### src/logic/mon_pkg.sv
// Shared constants, types and decode helpers for the monitor sequencer
package mon_pkg;
   // Register map, byte index on the register port
   localparam logic [7:0] READING_BASE = 8'h20;
   localparam logic [7:0] START_ADDR = 8'h40;
   localparam logic [7:0] STATUS1_ADDR = 8'h41;
   localparam logic [7:0] STATUS2_ADDR = 8'h42;
   localparam logic [7:0] EVENT_EN_ADDR = 8'h43;
   localparam logic [7:0] LIMIT_BASE = 8'h50;
   localparam logic [7:0] SFR_ADDR = 8'h7c;
   localparam logic [7:0] VOLT_EN_ADDR = 8'h7e;
   localparam logic [7:0] CONFIG_REGISTER_ADDR = 8'h7f;
   localparam logic [7:0] FAN_EN_ADDR = 8'h80;
   localparam logic [7:0] TEMP_EN_ADDR = 8'h82;
   // Field positions
   localparam int START_BIT = 0;
   localparam int MODE_BIT = 1;
   localparam int GEN_BIT = 2;
   localparam int AVG_LO = 5;
   localparam int SRST_BIT = 7;
   localparam int P2INT_BIT = 1;
   localparam int T3INT_BIT = 0;
   localparam int GRP_BIT = 0;
   // Reset values
   localparam logic [7:0] SFR_RST = 8'h40;
   localparam logic [7:0] LIMIT_RST = 8'hff;
   localparam logic [7:0] EN_RST = 8'h00;
   localparam logic [7:0] EVENT_EN_RST = 8'hff;
   // Input grouping: 0 remote1, 1 internal, 2 vcc, 3 +12, 4 +5, 5 +2.5, 6 core, 7 remote2
   localparam int NUM_IN = 8;
   localparam logic [7:0] TEMP_MASK = 8'h83;
   localparam logic [7:0] VOLT_MASK = 8'h7c;
   // Timing
   localparam int REF_CLK_HZ = 200_000_000;
   localparam int CONV_CLK_HZ = 45_000;
   localparam int TICK_CYCLES = REF_CLK_HZ / CONV_CLK_HZ;
   localparam logic [7:0] TEMP_TICKS = 8'd96;
   localparam logic [7:0] VOLT_TICKS = 8'd68;
   localparam int IDLE_SECONDS = 1;
   localparam int IDLE_TICKS = IDLE_SECONDS * CONV_CLK_HZ;

   typedef struct packed {
      logic [7:0] addr;
      logic [7:0] wdata;
      logic wr;
      logic rd;
   } bus_req_t;

   typedef struct packed {
      logic start;
      logic [2:0] sel;
   } conv_req_t;

   typedef enum logic [1:0] {S_IDLE, S_CONV, S_COMMIT, S_REST} seq_state_t;

   // Temperature inputs use the longer conversion
   function automatic logic is_temp(input logic [2:0] idx);
      is_temp = TEMP_MASK[idx];
   endfunction

   // Averaging as a right shift; the top field bit wins
   function automatic logic [2:0] avg_shift(input logic [2:0] avg, input logic [2:0] idx);
      logic remote;
      remote = (idx == 3'd0) || (idx == 3'd7);
      if (avg[2]) begin
         avg_shift = 3'd5;
      end else if (avg[1]) begin
         avg_shift = 3'd4;
      end else if (avg[0]) begin
         avg_shift = remote ? 3'd4 : 3'd0;
      end else begin
         avg_shift = remote ? 3'd7 : 3'd3;
      end
   endfunction
endpackage

### src/logic/monitor_conversion_sequencer.sv
// Conversion sequencer, limit checks, status and alert response logic
// Functional notes
// - Answer alert address only when enabled and pending
// - Pull alert low when enabled status set
// - Alert response byte carries own address
// - Acknowledged alert response clears global enable
// - Software re-enables; alert returns after the next sequence end
// - Answer alert address without pin routing
// - Start bit begins monitoring; readings readable
// - Compare readings to limits, record faults
// - Reset defaults all but reading registers
// - Config bit 7 soft reset, self clearing
// - Mode bit selects continuous or cycling
// - 45 kHz clock; 96/68 clocks per conversion
// - Averaging field priority decoded, top wins
// - Averaging counts per field; update after average
// - Averaging field resets to 010
// - Fixed eight input conversion order
// - Cycling idles one second; continuous loops
// - Status sticky until read and inactive
//
// Design decisions made here: the plain strobed port and the address map.
module monitor_conversion_sequencer #(
   parameter int TICK_CYC = mon_pkg::TICK_CYCLES,
   parameter int IDLE_TK = mon_pkg::IDLE_TICKS
) (
   input wire logic ref_clk, // 200 MHz clock
   input wire logic rstn, // Synchronous reset, active low
   input wire mon_pkg::bus_req_t bus_req, // Register port request
   output logic [7:0] rdata, // Read data, cycle after read strobe
   output mon_pkg::conv_req_t conv_req, // Converter start pulse and input select
   input wire logic conv_done, // Converter result valid pulse
   input wire logic [7:0] conv_data, // Converter result
   input wire logic [1:0] diode_fault, // Remote diode fault levels
   input wire logic [6:0] slave_addr, // Own bus address
   input wire logic ara_req, // Alert response address seen, pulse
   output logic ara_ack, // Acknowledge alert response address
   output logic [7:0] ara_data, // Alert response byte
   output logic alert_pull_n, // Alert pull-down request, active low
   output logic fan_drive_pin_two_alert_oe, // Alert driven on fan drive pin two
   output logic speed_sense_pin_three_alert_oe // Alert driven on speed sense pin three
);
   import mon_pkg::*;

   logic [7:0] reading_ff [NUM_IN];
   logic [7:0] nxt_reading [NUM_IN];
   logic [7:0] limit_ff [NUM_IN];
   logic [7:0] nxt_limit [NUM_IN];
   logic [7:0] status1_ff, nxt_status1, status_set, over;
   logic [1:0] status2_ff, nxt_status2, fault_set;
   logic [7:0] event_en_ff, nxt_event_en, sfr_ff, nxt_sfr, config_register_ff, nxt_config_register;
   logic [7:0] volt_en_ff, nxt_volt_en, fan_en_ff, nxt_fan_en, temp_en_ff, nxt_temp_en;
   logic start_ff, nxt_start, srst_ff, nxt_srst, arm_ff, nxt_arm, clr;
   logic [7:0] rdata_ff, nxt_rdata, ara_data_ff, nxt_ara_data, pending;
   logic ara_take, rd_s1, rd_s2, seq_end, commit, tick;
   seq_state_t state_ff, nxt_state;
   logic [2:0] idx_ff, nxt_idx;
   logic [7:0] tk_ff, nxt_tk, samp_ff, nxt_samp;
   logic [15:0] acc_ff, nxt_acc, avg_val;
   logic [16:0] idle_ff, nxt_idle;
   logic [15:0] div_ff, nxt_div;
   logic done_ff, nxt_done;
   conv_req_t conv_ff, nxt_conv;

   // Power-on or soft reset; reading registers are not cleared
   assign clr = !rstn || srst_ff;
   assign rd_s1 = bus_req.rd && (bus_req.addr == STATUS1_ADDR);
   assign rd_s2 = bus_req.rd && (bus_req.addr == STATUS2_ADDR);
   assign pending = status1_ff & ((TEMP_MASK & {8{temp_en_ff[GRP_BIT]}})
                                | (VOLT_MASK & {8{volt_en_ff[GRP_BIT]}}));
   // Acknowledge needs global enable and a group-enabled status bit
   assign ara_ack = sfr_ff[GEN_BIT] && (|pending);
   assign ara_take = ara_req && ara_ack;
   assign ara_data = ara_data_ff;
   assign rdata = rdata_ff;
   assign conv_req = conv_ff;
   // Pull-down waits for re-arm at the end of a sequence
   assign alert_pull_n = !(ara_ack && arm_ff);
   assign fan_drive_pin_two_alert_oe = !alert_pull_n && config_register_ff[P2INT_BIT];
   assign speed_sense_pin_three_alert_oe = !alert_pull_n && config_register_ff[T3INT_BIT];
   assign commit = (state_ff == S_COMMIT);
   assign seq_end = commit && (idx_ff == 3'(NUM_IN - 1));
   assign avg_val = acc_ff >> avg_shift(sfr_ff[7:AVG_LO], idx_ff);

   // Limit comparison, equal counts as a violation
   always_comb begin
      for (int i = 0; i < NUM_IN; i++) begin
         over[i] = reading_ff[i] >= limit_ff[i];
      end
   end

   // Register file next values
   always_comb begin
      nxt_limit = limit_ff;
      nxt_start = start_ff;
      nxt_sfr = sfr_ff;
      nxt_config_register = config_register_ff;
      nxt_event_en = event_en_ff;
      nxt_volt_en = volt_en_ff;
      nxt_fan_en = fan_en_ff;
      nxt_temp_en = temp_en_ff;
      nxt_srst = 1'b0;
      nxt_arm = arm_ff;
      nxt_ara_data = ara_data_ff;
      status_set = 8'h00;
      fault_set = 2'b00;
      if (commit && event_en_ff[idx_ff] && (avg_val[7:0] >= limit_ff[idx_ff])) begin
         status_set[idx_ff] = 1'b1;
      end
      if (commit && (idx_ff == 3'd0)) begin
         fault_set[0] = diode_fault[0];
      end
      if (commit && (idx_ff == 3'd7)) begin
         fault_set[1] = diode_fault[1];
      end
      // Read clears only inactive bits; a set in the same cycle wins
      nxt_status1 = (status1_ff & ~({8{rd_s1}} & ~over)) | status_set;
      nxt_status2 = (status2_ff & ~({2{rd_s2}} & ~diode_fault)) | fault_set;
      if (bus_req.wr) begin
         if (bus_req.addr == START_ADDR) begin
            nxt_start = bus_req.wdata[START_BIT];
         end else if (bus_req.addr == SFR_ADDR) begin
            nxt_sfr = bus_req.wdata;
         end else if (bus_req.addr == CONFIG_REGISTER_ADDR) begin
            nxt_config_register = {1'b0, bus_req.wdata[6:0]};
            nxt_srst = bus_req.wdata[SRST_BIT];
         end else if (bus_req.addr == EVENT_EN_ADDR) begin
            nxt_event_en = bus_req.wdata;
         end else if (bus_req.addr == VOLT_EN_ADDR) begin
            nxt_volt_en = bus_req.wdata;
         end else if (bus_req.addr == FAN_EN_ADDR) begin
            nxt_fan_en = bus_req.wdata;
         end else if (bus_req.addr == TEMP_EN_ADDR) begin
            nxt_temp_en = bus_req.wdata;
         end else if (bus_req.addr[7:3] == LIMIT_BASE[7:3]) begin
            nxt_limit[bus_req.addr[2:0]] = bus_req.wdata;
         end
      end
      // Alert response: give address, drop global enable, disarm
      if (ara_take) begin
         nxt_ara_data = {slave_addr, 1'b1};
         nxt_sfr[GEN_BIT] = 1'b0;
         nxt_arm = 1'b0;
      end else if (seq_end) begin
         nxt_arm = 1'b1;
      end
      // Read data, undefined addresses read zero
      nxt_rdata = 8'h00;
      if (bus_req.rd) begin
         if (bus_req.addr == START_ADDR) begin
            nxt_rdata = {7'h00, start_ff};
         end else if (bus_req.addr == STATUS1_ADDR) begin
            nxt_rdata = status1_ff;
         end else if (bus_req.addr == STATUS2_ADDR) begin
            nxt_rdata = {6'h00, status2_ff};
         end else if (bus_req.addr == EVENT_EN_ADDR) begin
            nxt_rdata = event_en_ff;
         end else if (bus_req.addr == SFR_ADDR) begin
            nxt_rdata = sfr_ff;
         end else if (bus_req.addr == CONFIG_REGISTER_ADDR) begin
            nxt_rdata = config_register_ff;
         end else if (bus_req.addr == VOLT_EN_ADDR) begin
            nxt_rdata = volt_en_ff;
         end else if (bus_req.addr == FAN_EN_ADDR) begin
            nxt_rdata = fan_en_ff;
         end else if (bus_req.addr == TEMP_EN_ADDR) begin
            nxt_rdata = temp_en_ff;
         end else if (bus_req.addr[7:3] == LIMIT_BASE[7:3]) begin
            nxt_rdata = limit_ff[bus_req.addr[2:0]];
         end else if (bus_req.addr[7:3] == READING_BASE[7:3]) begin
            nxt_rdata = reading_ff[bus_req.addr[2:0]];
         end
      end
   end

   // Register file storage
   always_ff @(posedge ref_clk) begin
      rdata_ff <= nxt_rdata;
      if (!rstn) begin
         rdata_ff <= 8'h00;
      end
      if (clr) begin
         for (int i = 0; i < NUM_IN; i++) begin
            limit_ff[i] <= LIMIT_RST;
         end
         start_ff <= 1'b0;
         sfr_ff <= SFR_RST;
         config_register_ff <= EN_RST;
         event_en_ff <= EVENT_EN_RST;
         volt_en_ff <= EN_RST;
         fan_en_ff <= EN_RST;
         temp_en_ff <= EN_RST;
         status1_ff <= 8'h00;
         status2_ff <= 2'b00;
         srst_ff <= 1'b0;
         arm_ff <= 1'b1;
         ara_data_ff <= 8'h00;
      end else begin
         limit_ff <= nxt_limit;
         start_ff <= nxt_start;
         sfr_ff <= nxt_sfr;
         config_register_ff <= nxt_config_register;
         event_en_ff <= nxt_event_en;
         volt_en_ff <= nxt_volt_en;
         fan_en_ff <= nxt_fan_en;
         temp_en_ff <= nxt_temp_en;
         status1_ff <= nxt_status1;
         status2_ff <= nxt_status2;
         srst_ff <= nxt_srst;
         arm_ff <= nxt_arm;
         ara_data_ff <= nxt_ara_data;
      end
   end

   // Conversion clock tick from the reference clock
   assign tick = (div_ff == 16'(TICK_CYC - 1));

   // Sequencer next values
   always_comb begin
      nxt_state = state_ff;
      nxt_idx = idx_ff;
      nxt_tk = tk_ff;
      nxt_samp = samp_ff;
      nxt_acc = acc_ff;
      nxt_idle = idle_ff;
      nxt_done = done_ff || conv_done;
      nxt_conv = '{start: 1'b0, sel: idx_ff};
      nxt_div = tick ? 16'h0000 : div_ff + 16'h0001;
      nxt_reading = reading_ff;
      case (state_ff)
         S_IDLE: begin
            nxt_idx = 3'd0;
            if (start_ff) begin
               nxt_state = S_CONV;
               nxt_conv = '{start: 1'b1, sel: 3'd0};
               nxt_tk = 8'h00;
               nxt_samp = 8'h00;
               nxt_acc = 16'h0000;
               nxt_done = 1'b0;
            end
         end
         S_CONV: begin
            if (tick) begin
               nxt_tk = tk_ff + 8'h01;
            end
            // Conversion closes after its full tick count and the done pulse
            if (tick && (tk_ff >= (is_temp(idx_ff) ? TEMP_TICKS : VOLT_TICKS) - 8'h01)
                && (done_ff || conv_done)) begin
               nxt_acc = acc_ff + {8'h00, conv_data};
               nxt_tk = 8'h00;
               nxt_done = 1'b0;
               nxt_samp = samp_ff + 8'h01;
               if (samp_ff == 8'((9'h001 << avg_shift(sfr_ff[7:AVG_LO], idx_ff)) - 9'h001)) begin
                  nxt_state = S_COMMIT;
               end else begin
                  nxt_conv = '{start: 1'b1, sel: idx_ff};
               end
            end
         end
         S_COMMIT: begin
            nxt_reading[idx_ff] = avg_val[7:0];
            nxt_idx = idx_ff + 3'd1;
            nxt_tk = 8'h00;
            nxt_samp = 8'h00;
            nxt_acc = 16'h0000;
            nxt_done = 1'b0;
            nxt_idle = 17'h00000;
            if (!start_ff) begin
               nxt_state = S_IDLE;
            end else if (seq_end && sfr_ff[MODE_BIT]) begin
               nxt_state = S_REST;
            end else begin
               nxt_state = S_CONV;
               nxt_conv = '{start: 1'b1, sel: nxt_idx};
            end
         end
         S_REST: begin
            if (tick) begin
               nxt_idle = idle_ff + 17'h00001;
            end
            if (!start_ff) begin
               nxt_state = S_IDLE;
            end else if (tick && (idle_ff == 17'(IDLE_TK - 1))) begin
               nxt_state = S_CONV;
               nxt_conv = '{start: 1'b1, sel: 3'd0};
               nxt_done = 1'b0;
            end
         end
         default: nxt_state = S_IDLE;
      endcase
   end

   // Sequencer storage; readings keep their contents through any reset
   always_ff @(posedge ref_clk) begin
      reading_ff <= nxt_reading;
      if (clr) begin
         state_ff <= S_IDLE;
         idx_ff <= 3'd0;
         tk_ff <= 8'h00;
         samp_ff <= 8'h00;
         acc_ff <= 16'h0000;
         idle_ff <= 17'h00000;
         done_ff <= 1'b0;
         conv_ff <= '{start: 1'b0, sel: 3'd0};
         div_ff <= 16'h0000;
      end else begin
         state_ff <= nxt_state;
         idx_ff <= nxt_idx;
         tk_ff <= nxt_tk;
         samp_ff <= nxt_samp;
         acc_ff <= nxt_acc;
         idle_ff <= nxt_idle;
         done_ff <= nxt_done;
         conv_ff <= nxt_conv;
         div_ff <= nxt_div;
      end
   end
endmodule

### config.mk
export PLATFORM = sky130hd
export DESIGN_NAME = monitor_conversion_sequencer
export DESIGN_NICKNAME = d
export VERILOG_FILES = /design/src/logic/mon_pkg.sv /design/src/logic/monitor_conversion_sequencer.sv
export SDC_FILE = /design/constraint.sdc
export NUM_CORES = 1
export LEC_CHECK = 0
export BUFFER_PORTS_ARGS = -buffer_cell sky130_fd_sc_hd__buf_2
export CAP_MARGIN = 5
export CORE_MARGIN = 1.5
export CORE_UTILIZATION = 25
export DETAILED_ROUTE_END_ITERATION = 6
export GPL_TIMING_DRIVEN = 0
export HOLD_SLACK_MARGIN = 0.15
export SLEW_MARGIN = 10
export SYNTH_ARGS = -nofsm -noshare
export SYNTH_HDL_FRONTEND = slang
export SYNTH_SLANG_ARGS = --single-unit
### constraint.sdc
create_clock -name ref_clk -period 9.3 [get_ports ref_clk]
set_input_delay 0 -clock ref_clk [delete_from_list [all_inputs] [get_ports ref_clk]]
set_output_delay 0 -clock ref_clk [all_outputs]
set_load 0.1 [all_outputs]
==> results of run 1 <==
stage by stage:
stage                      util  setup slack, ps  hold WS (ps)  area, um2  instances
after global placement    0.273             1960           236      16400       2522
after detailed placement  0.274             4050           254      16500       2525
after floorplan               -             5070           140      15100       1679
final                     0.301             3940           219      18100       2626
after global routing      0.301             3750           234      18100       2625
after CTS                 0.301             4030           187      18100       2625
state kept, by name, summed over array words and instances, names as in the netlist, 15 cells and up, named ones only:
signal,flops
limit_ff,64
reading_ff,64
idle_ff,17
acc_ff,15
div_ff,16
tightest hold or removal path, stage by stage:
cell and delay, ps:
buf_2 90, and2_1 120, clkbuf_1 290, nor2_1 170, nor2_1 40
power by group:
group          internal (W)  switching [W]  total (W)  leakage, nW
Combinational     0.0000444       0.000107   0.000151         4.61
Clock              0.000941       0.000574    0.00151        0.616
Sequential          0.00124     0.00000271    0.00124         2.38
Total               0.00222       0.000683    0.00290         7.60
how the worst max path moves through the flow:
| stage | slack (ps) | to |
|---|---|---|
| finish | 3940 | status1_ff[7]$_SDFF_PP0_ |
| global route | 3750 | status1_ff[7]$_SDFF_PP0_ |
| CTS | 4030 | status1_ff[7]$_SDFF_PP0_ |
| detailed placement | 4050 | status1_ff[7]$_SDFF_PP0_ |
| global placement | 1960 | status1_ff[6]$_SDFF_PP0_ |
| floorplan | 5070 | alert_pull_n |
per-layer routing:
layer	part of all wire	track usage	routed length (um)
met1	0.42	0.268	27100
met2	0.45	0.323	28900
met3	0.084	0.0368	5380
met4	0.038	0.0753	2430
met5	0.00055	0	35
logic make-up (layout without fill, tap and decap cells):
group | after synthesis | count (layout)
and+or+nand+nor | 560 | 560
AOI/OAI and AO/OA | 404 | 404
DFF | 279 | 279
buffers and inverters | 181 | 345
muxes | 109 | 109
adders and majority gates | 92 | 92
xor gates and xnor gates | 53 | 53
other | 1 | 2
synthesized netlist by cell type (20+ instances only):
cell type	n
nand3_1	61
a21o_1	29
a211oi_1	20
a21oi_1	72
xnor2_1	20
and3_1	22
o22ai_1	25
o21ai_0	66
dfxtp_1	215
nor2_1	168
o211ai_1	68
ha_1	91
nand2_1	196
inv_1	79
mux2i_1	87
clkbuf_1	80
edfxtp_1	64
xor2_1	33
nand2b_1	21
layout make-up:
type	count	area (um2)
fill	6417	42000
multi-input combinational	1219	8240
buffer	101	400
tap	782	978
clock inverter	19	279
sequential	279	6230
antenna	1	2.50
inverter	80	300
timing repair buffer	102	712
clock buffer	43	977
placed cells by master (no fill, tap or decap), drive strengths merged, types with 22 or more instances in the layout:
cell type / count
nand2: 197
o21ai: 68
nand3: 61
ha: 91
inv: 80
mux2i: 87
buf: 85
and3: 22
a21o: 29
dlygate4sd3: 38
o22ai: 25
o211ai: 69
edfxtp: 64
dfxtp: 215
a21oi: 72
xor2: 33
nor2: 168
clkbuf: 123
repair_timing:
action | in CTS | in global routing
hold endpoints to repair | 60 | 0
hold buffers | 38 | 0
resized for setup | 0 | 0
==> metrics.md, run 1 <==
| Metric | Value |
|---|---|
| Status | finished clean |
| Total power draw | 0.00290 W |
| Final setup viols | 0 |
| Top_reg_cell synth | dfxtp_1 |
| HP Start | ara_req |
| Number of port buffers | 61 |
| Num CTS Buffers | 35 |
| WHS Path Cells | 5 |
| Root buffer selected by CTS | clkbuf_16 |
| Die outline width | 249 um |
| Clk_skew | 18.5 ps |
| Slowest stage cell, crit path | o21ai_2 |
| Hpwl dp | 48500 um |
| Adder-Cell Fraction of Synth Area | 0.0765 |
| Hold path endpoint | ara_data[0]$_SDFFE_PP0P_ |
| Worst Setup End Kind | register |
| Reg clk slew, reported paths | 60 ps |
| Mapped cell area | 15100 um2 |
| Layout cells sized above 1 | 0.0966 |
| Most used cell, CP | clkbuf_1 |
| Post-CTS setup buffer count | 0 |
| Reg-to-reg endpoint | status1_ff[7]$_SDFF_PP0_ |
| Share of flip-flops with an asynchronous set or reset | 0 |
| Worst-Margin Slew | 1330 ps |
| Largest delay share family, worst path | compound AO/OA/AOI/OAI gates |
| Syn nets | 1810 |
| RSZ-0062 raised after global routing | false |
| Drt pass-1 iters | 7 |
| Total GRT Usage | 0.201 |
| Drt total wl | 63800 um |
| Final Hold Viols | 0 |
| Worst-skew pair later-pin latency | 550 ps |
| CTS tree | done |
| Peak VDD IR | 0.125 mV |
| Min Tclk post-route | 5360 ps |
| Remaining DRCs | 0 |
| Worst setup SP type | register |
| Syn Inst Count | 1679 |
| Ports | 63 |
| Die Ht | 249 um |
| Delay of the slowest critical-path stage | 760 ps |
| Synth area leader | dfxtp_1 |
| Drt wl/cell | 24.3 um |
| Layout Nets | 1949 |
| Vias in the first global route | 13600 |
| Synth Area in Compound Gates | 0.183 |
| Worst r2r src | idx_ff[0]$_SDFFE_PP0N_ |
| First-pass GRT wire length | 92900 um |
| Yosys top cell area share | 0.284 |
| Slew Viols, Final | 0 |
| Rel. slew slack | 0.104 |
| Initial Utilization | 0.252 |
| Clock tree buffer depth | 3 |
| Simple-Gate Fraction of Synth Area | 0.171 |
| Post-synth cell types | 78 |
| FMAX | 0.186 GHz |
| Fraction of synthesized area in multiplexers | 0.0813 |
| CP Depth | 15 |
| Critical path fanouts, max | 10 |
| Cells along the critical path | clkbuf_1 > inv_1 > clkbuf_1 > ha_1 > mux2i_1 > nand2_1 > clkbuf_1 > o21ai_2 > ha_1 > a21o_1 > a21oi_1 > o21ai_0 > o41ai_2 > buf_4 > o32ai_1 |
| Grt ovf | 0 |
| Req. time, crit path | 9700 ps |
| Leakage Power | 7.60 nW |
| XOR/XNOR share of the synthesized area | 0.0307 |
| Min-delay worst type | input pin to register |
| Post-synthesis sequential area ratio | 0.411 |
| Routed vias | 14100 |
| Power Density | 160 nW/um2 |
| Layout area overhead | 19.6% |
| Placement Rows | 90 |
| Setup_tns | 0 ps |
| Worst R2R Setup Slack | 3940 ps |
| GPL Wtd Cong | 0.995 |
| Die area | 62100 um2 |
| WP data arrival | 5760 ps |
| Largest net degree at the start of global routing | 14 |
| 1st-iter DRT viols | 1588 |
| Main combinational cell family by area after synthesis | compound AO/OA/AOI/OAI gates |
| Worst Reg-to-Reg Cells | 15 |
| Core box area | 60100 um2 |
| Remaining antenna violation count | 0 |
| Initial antenna violation count | 2 |
| Dominant cells by area after synthesis | dfxtp_1 28%, edfxtp_1 13%, ha_1 7.5% |
| Post-synth EDFFs | 64 |
| Drt via density | 5.37 |
| YS warnings | 0 |
| Buffers and inverters on the worst path | 5 |
| H-tree Lvls | 2 |
| Critical path type | register to register |
| CTS Sinks | 279 |
| Max-Cap Viols | 0 |
| Syn_area_per_cell | 9.02 um2 |
| Final worst-path cycle share | 0.577 |
| Critical Path Start | idx_ff[0]$_SDFFE_PP0N_ |
| Flops & latches, synth | 279 |
Note: power is estimated with default switching activity, not from simulation.
==> inputs of run 2 (changes only) <==
==> constraint.sdc (replaced) <==
create_clock -name ref_clk -period 4.5 [get_ports ref_clk]
set_input_delay 0 -clock ref_clk [delete_from_list [all_inputs] [get_ports ref_clk]]
set_output_delay 0 -clock ref_clk [all_outputs]
set_load 0.1 [all_outputs]
==> run 2 against run 1 <==
Net effect:
- clock skew is 2.0 ps higher
- utilization is 0.10 points higher
- clock-buffer cell count stayed put
- final area is 0.35% higher
- routed wire length is 0.31% higher
- sequential share of layout area is 0.12 points lower
- worst hold slack worse by 1.5 ps
- combinational power is 110% higher
- critical path type unchanged
- critical endpoint unchanged
- largest cell class unchanged
- highest routed layer unchanged
==> metrics.md, run 2 (same netlist as run 1, synthesis figures left out) <==
| Metric | Value |
|---|---|
| Worst setup SP type | register |
| Design Area, Final | 18200 um2 |
| Reg clk slew, reported paths | 60 ps |
| Final worst-path cycle share | 0.938 |
| Layout area overhead | 20.0% |
| Clk_skew | 20.5 ps |
| FILL cells | 6417 |
| Cell Area, Placed | 16500 um2 |
| WP data arrival | 4620 ps |
| Grt ovf | 0 |
| Slew Viols, Final | 0 |
| RSZ-0062 raised after global routing | false |
| Peak VDD IR | 0.260 mV |
| Setup_tns | 0 ps |
| Remaining DRCs | 0 |
| Leakage Power | 7.64 nW |
| First-pass GRT wire length | 93200 um |
| GPL Wtd Cong | 0.995 |
| Worst-Margin Slew | 1350 ps |
| Commonest cells after routing, fill and taps aside | 215 x dfxtp_1, 194 x nand2_1, 168 x nor2_1 |
| Initial Utilization | 0.252 |
| H-tree Lvls | 2 |
| Layout cells sized above 1 | 0.102 |
| Die Ht | 249 um |
| Worst hold slack | 218 ps |
| Drt wl/cell | 24.4 um |
| CTS tree | done |
| Min-delay worst type | input pin to register |
| CTS Sinks | 279 |
| Number of port buffers | 61 |
| Regs by FF count | limit_ff (64), reading_ff (64), idle_ff (17) |
| Placement Rows | 90 |
| Die area | 62100 um2 |
| Largest net degree at the start of global routing | 14 |
| Layout Nets | 1951 |
| Die outline width | 249 um |
| Commonest non-fill, non-tap cell in the layout | dfxtp_1 |
| Final core occ | 0.302 |
| Clock tree buffer depth | 3 |
| Critical path fanouts, max | 10 |
| Routed vias | 14100 |
| Non-filler cells, final | 2628 |
| Min Tclk post-route | 4220 ps |
| Req. time, crit path | 4900 ps |
| Num CTS Buffers | 35 |
| Ports | 63 |
| Initial antenna violation count | 2 |
| FMAX | 0.237 GHz |
| Power Density | 330 nW/um2 |
| Vias in the first global route | 13600 |
| Drt via density | 5.37 |
| Status | finished clean |
| Max-Cap Viols | 0 |
| Remaining antenna violation count | 0 |
| Root buffer selected by CTS | clkbuf_16 |
| Rel. slew slack | 0.0908 |
| Final setup viols | 0 |
| 1st-iter DRT viols | 1529 |
| Critical path type | register to register |
| Hpwl dp | 48500 um |
| Total GRT Usage | 0.202 |
| Final Hold Viols | 0 |
| Worst Setup End Kind | register |
| Worst-skew pair later-pin latency | 550 ps |
| Core box area | 60100 um2 |
| Drt total wl | 64000 um |
| Dpl cells | 2525 |
| Drt pass-1 iters | 6 |
run 2: where the power goes:
part / total (W) / internal, W / switching, W
sequential: 0.00256 / 0.00255 / 0.00000558
clock: 0.00313 / 0.00195 / 0.00118
combinational: 0.000312 / 0.0000917 / 0.000221
run 2: cell type report:
type                    instances  area [um2]  area share
multi-input cells            1219        8280       0.455
flip-flops and latches        279        6230       0.343
well taps                     782         978      0.0538
clock buffers                  43         977      0.0538
repair buffers                104         727      0.0400
plain buffers                 101         408      0.0224
inverters                      80         300      0.0165
clock inverters                19         279      0.0154
diodes                          1        2.50    0.000138
run 2: final timing paths:
| check | from | end | slack (ps) | cells past startpoint |
|---|---|---|---|---|
| setup / recovery | idx_ff[2]$_SDFFE_PP0N_ | status1_ff[7]$_SDFF_PP0_ | 280 | 14 |
| hold / removal | ara_req | ara_data[0]$_SDFFE_PP0P_ | 220 | 5 |
| setup reg to reg | idx_ff[2]$_SDFFE_PP0N_ | status1_ff[7]$_SDFF_PP0_ | 280 | 14 |
| hold reg to reg | sfr_ff[3]$_SDFFE_PP0P_ | sfr_ff[3]$_SDFFE_PP0P_ | 470 | 2 |
run 2: timing repair:
item	4_1_cts	5_1_grt
pin swaps	2	0
setup endpoints to repair	8	8
buffers inserted	2	0
hold buffers	38	0
gates resized for setup	8	7
endpoints found under the hold margin	60	0
run 2: worst max-delay path: stages (launching register included):
cell	delay (ps)
dfxtp_1	410
clkbuf_2	340
inv_1	180
clkbuf_1	610
nand3_1	350
o22ai_1	350
a21oi_1	130
ha_1	290
nand2b_1	140
a21o_1	180
a21oi_1	120
o21ai_0	170
o41ai_2	420
buf_4	270
o32ai_1	90
run 2: per-stage QoR:
stage | power, W | setup slack [ps]
6_report | 0.00600 | 279
5_1_grt | 0.00614 | 115
4_1_cts | 0.00603 | 29.0
3_5_place_dp | 0.00289 | -747
3_3_place_gp | 0.00289 | -2840
2_1_floorplan | 0.00276 | 274
run 2: metal layers:
layer,vias to the layer above,track usage,share of wire
met5,-,0,0.00037
met4,4,0.0721,0.033
met3,119,0.0330,0.076
met2,653,0.327,0.46
met1,6954,0.271,0.43
li1,6394,-,-
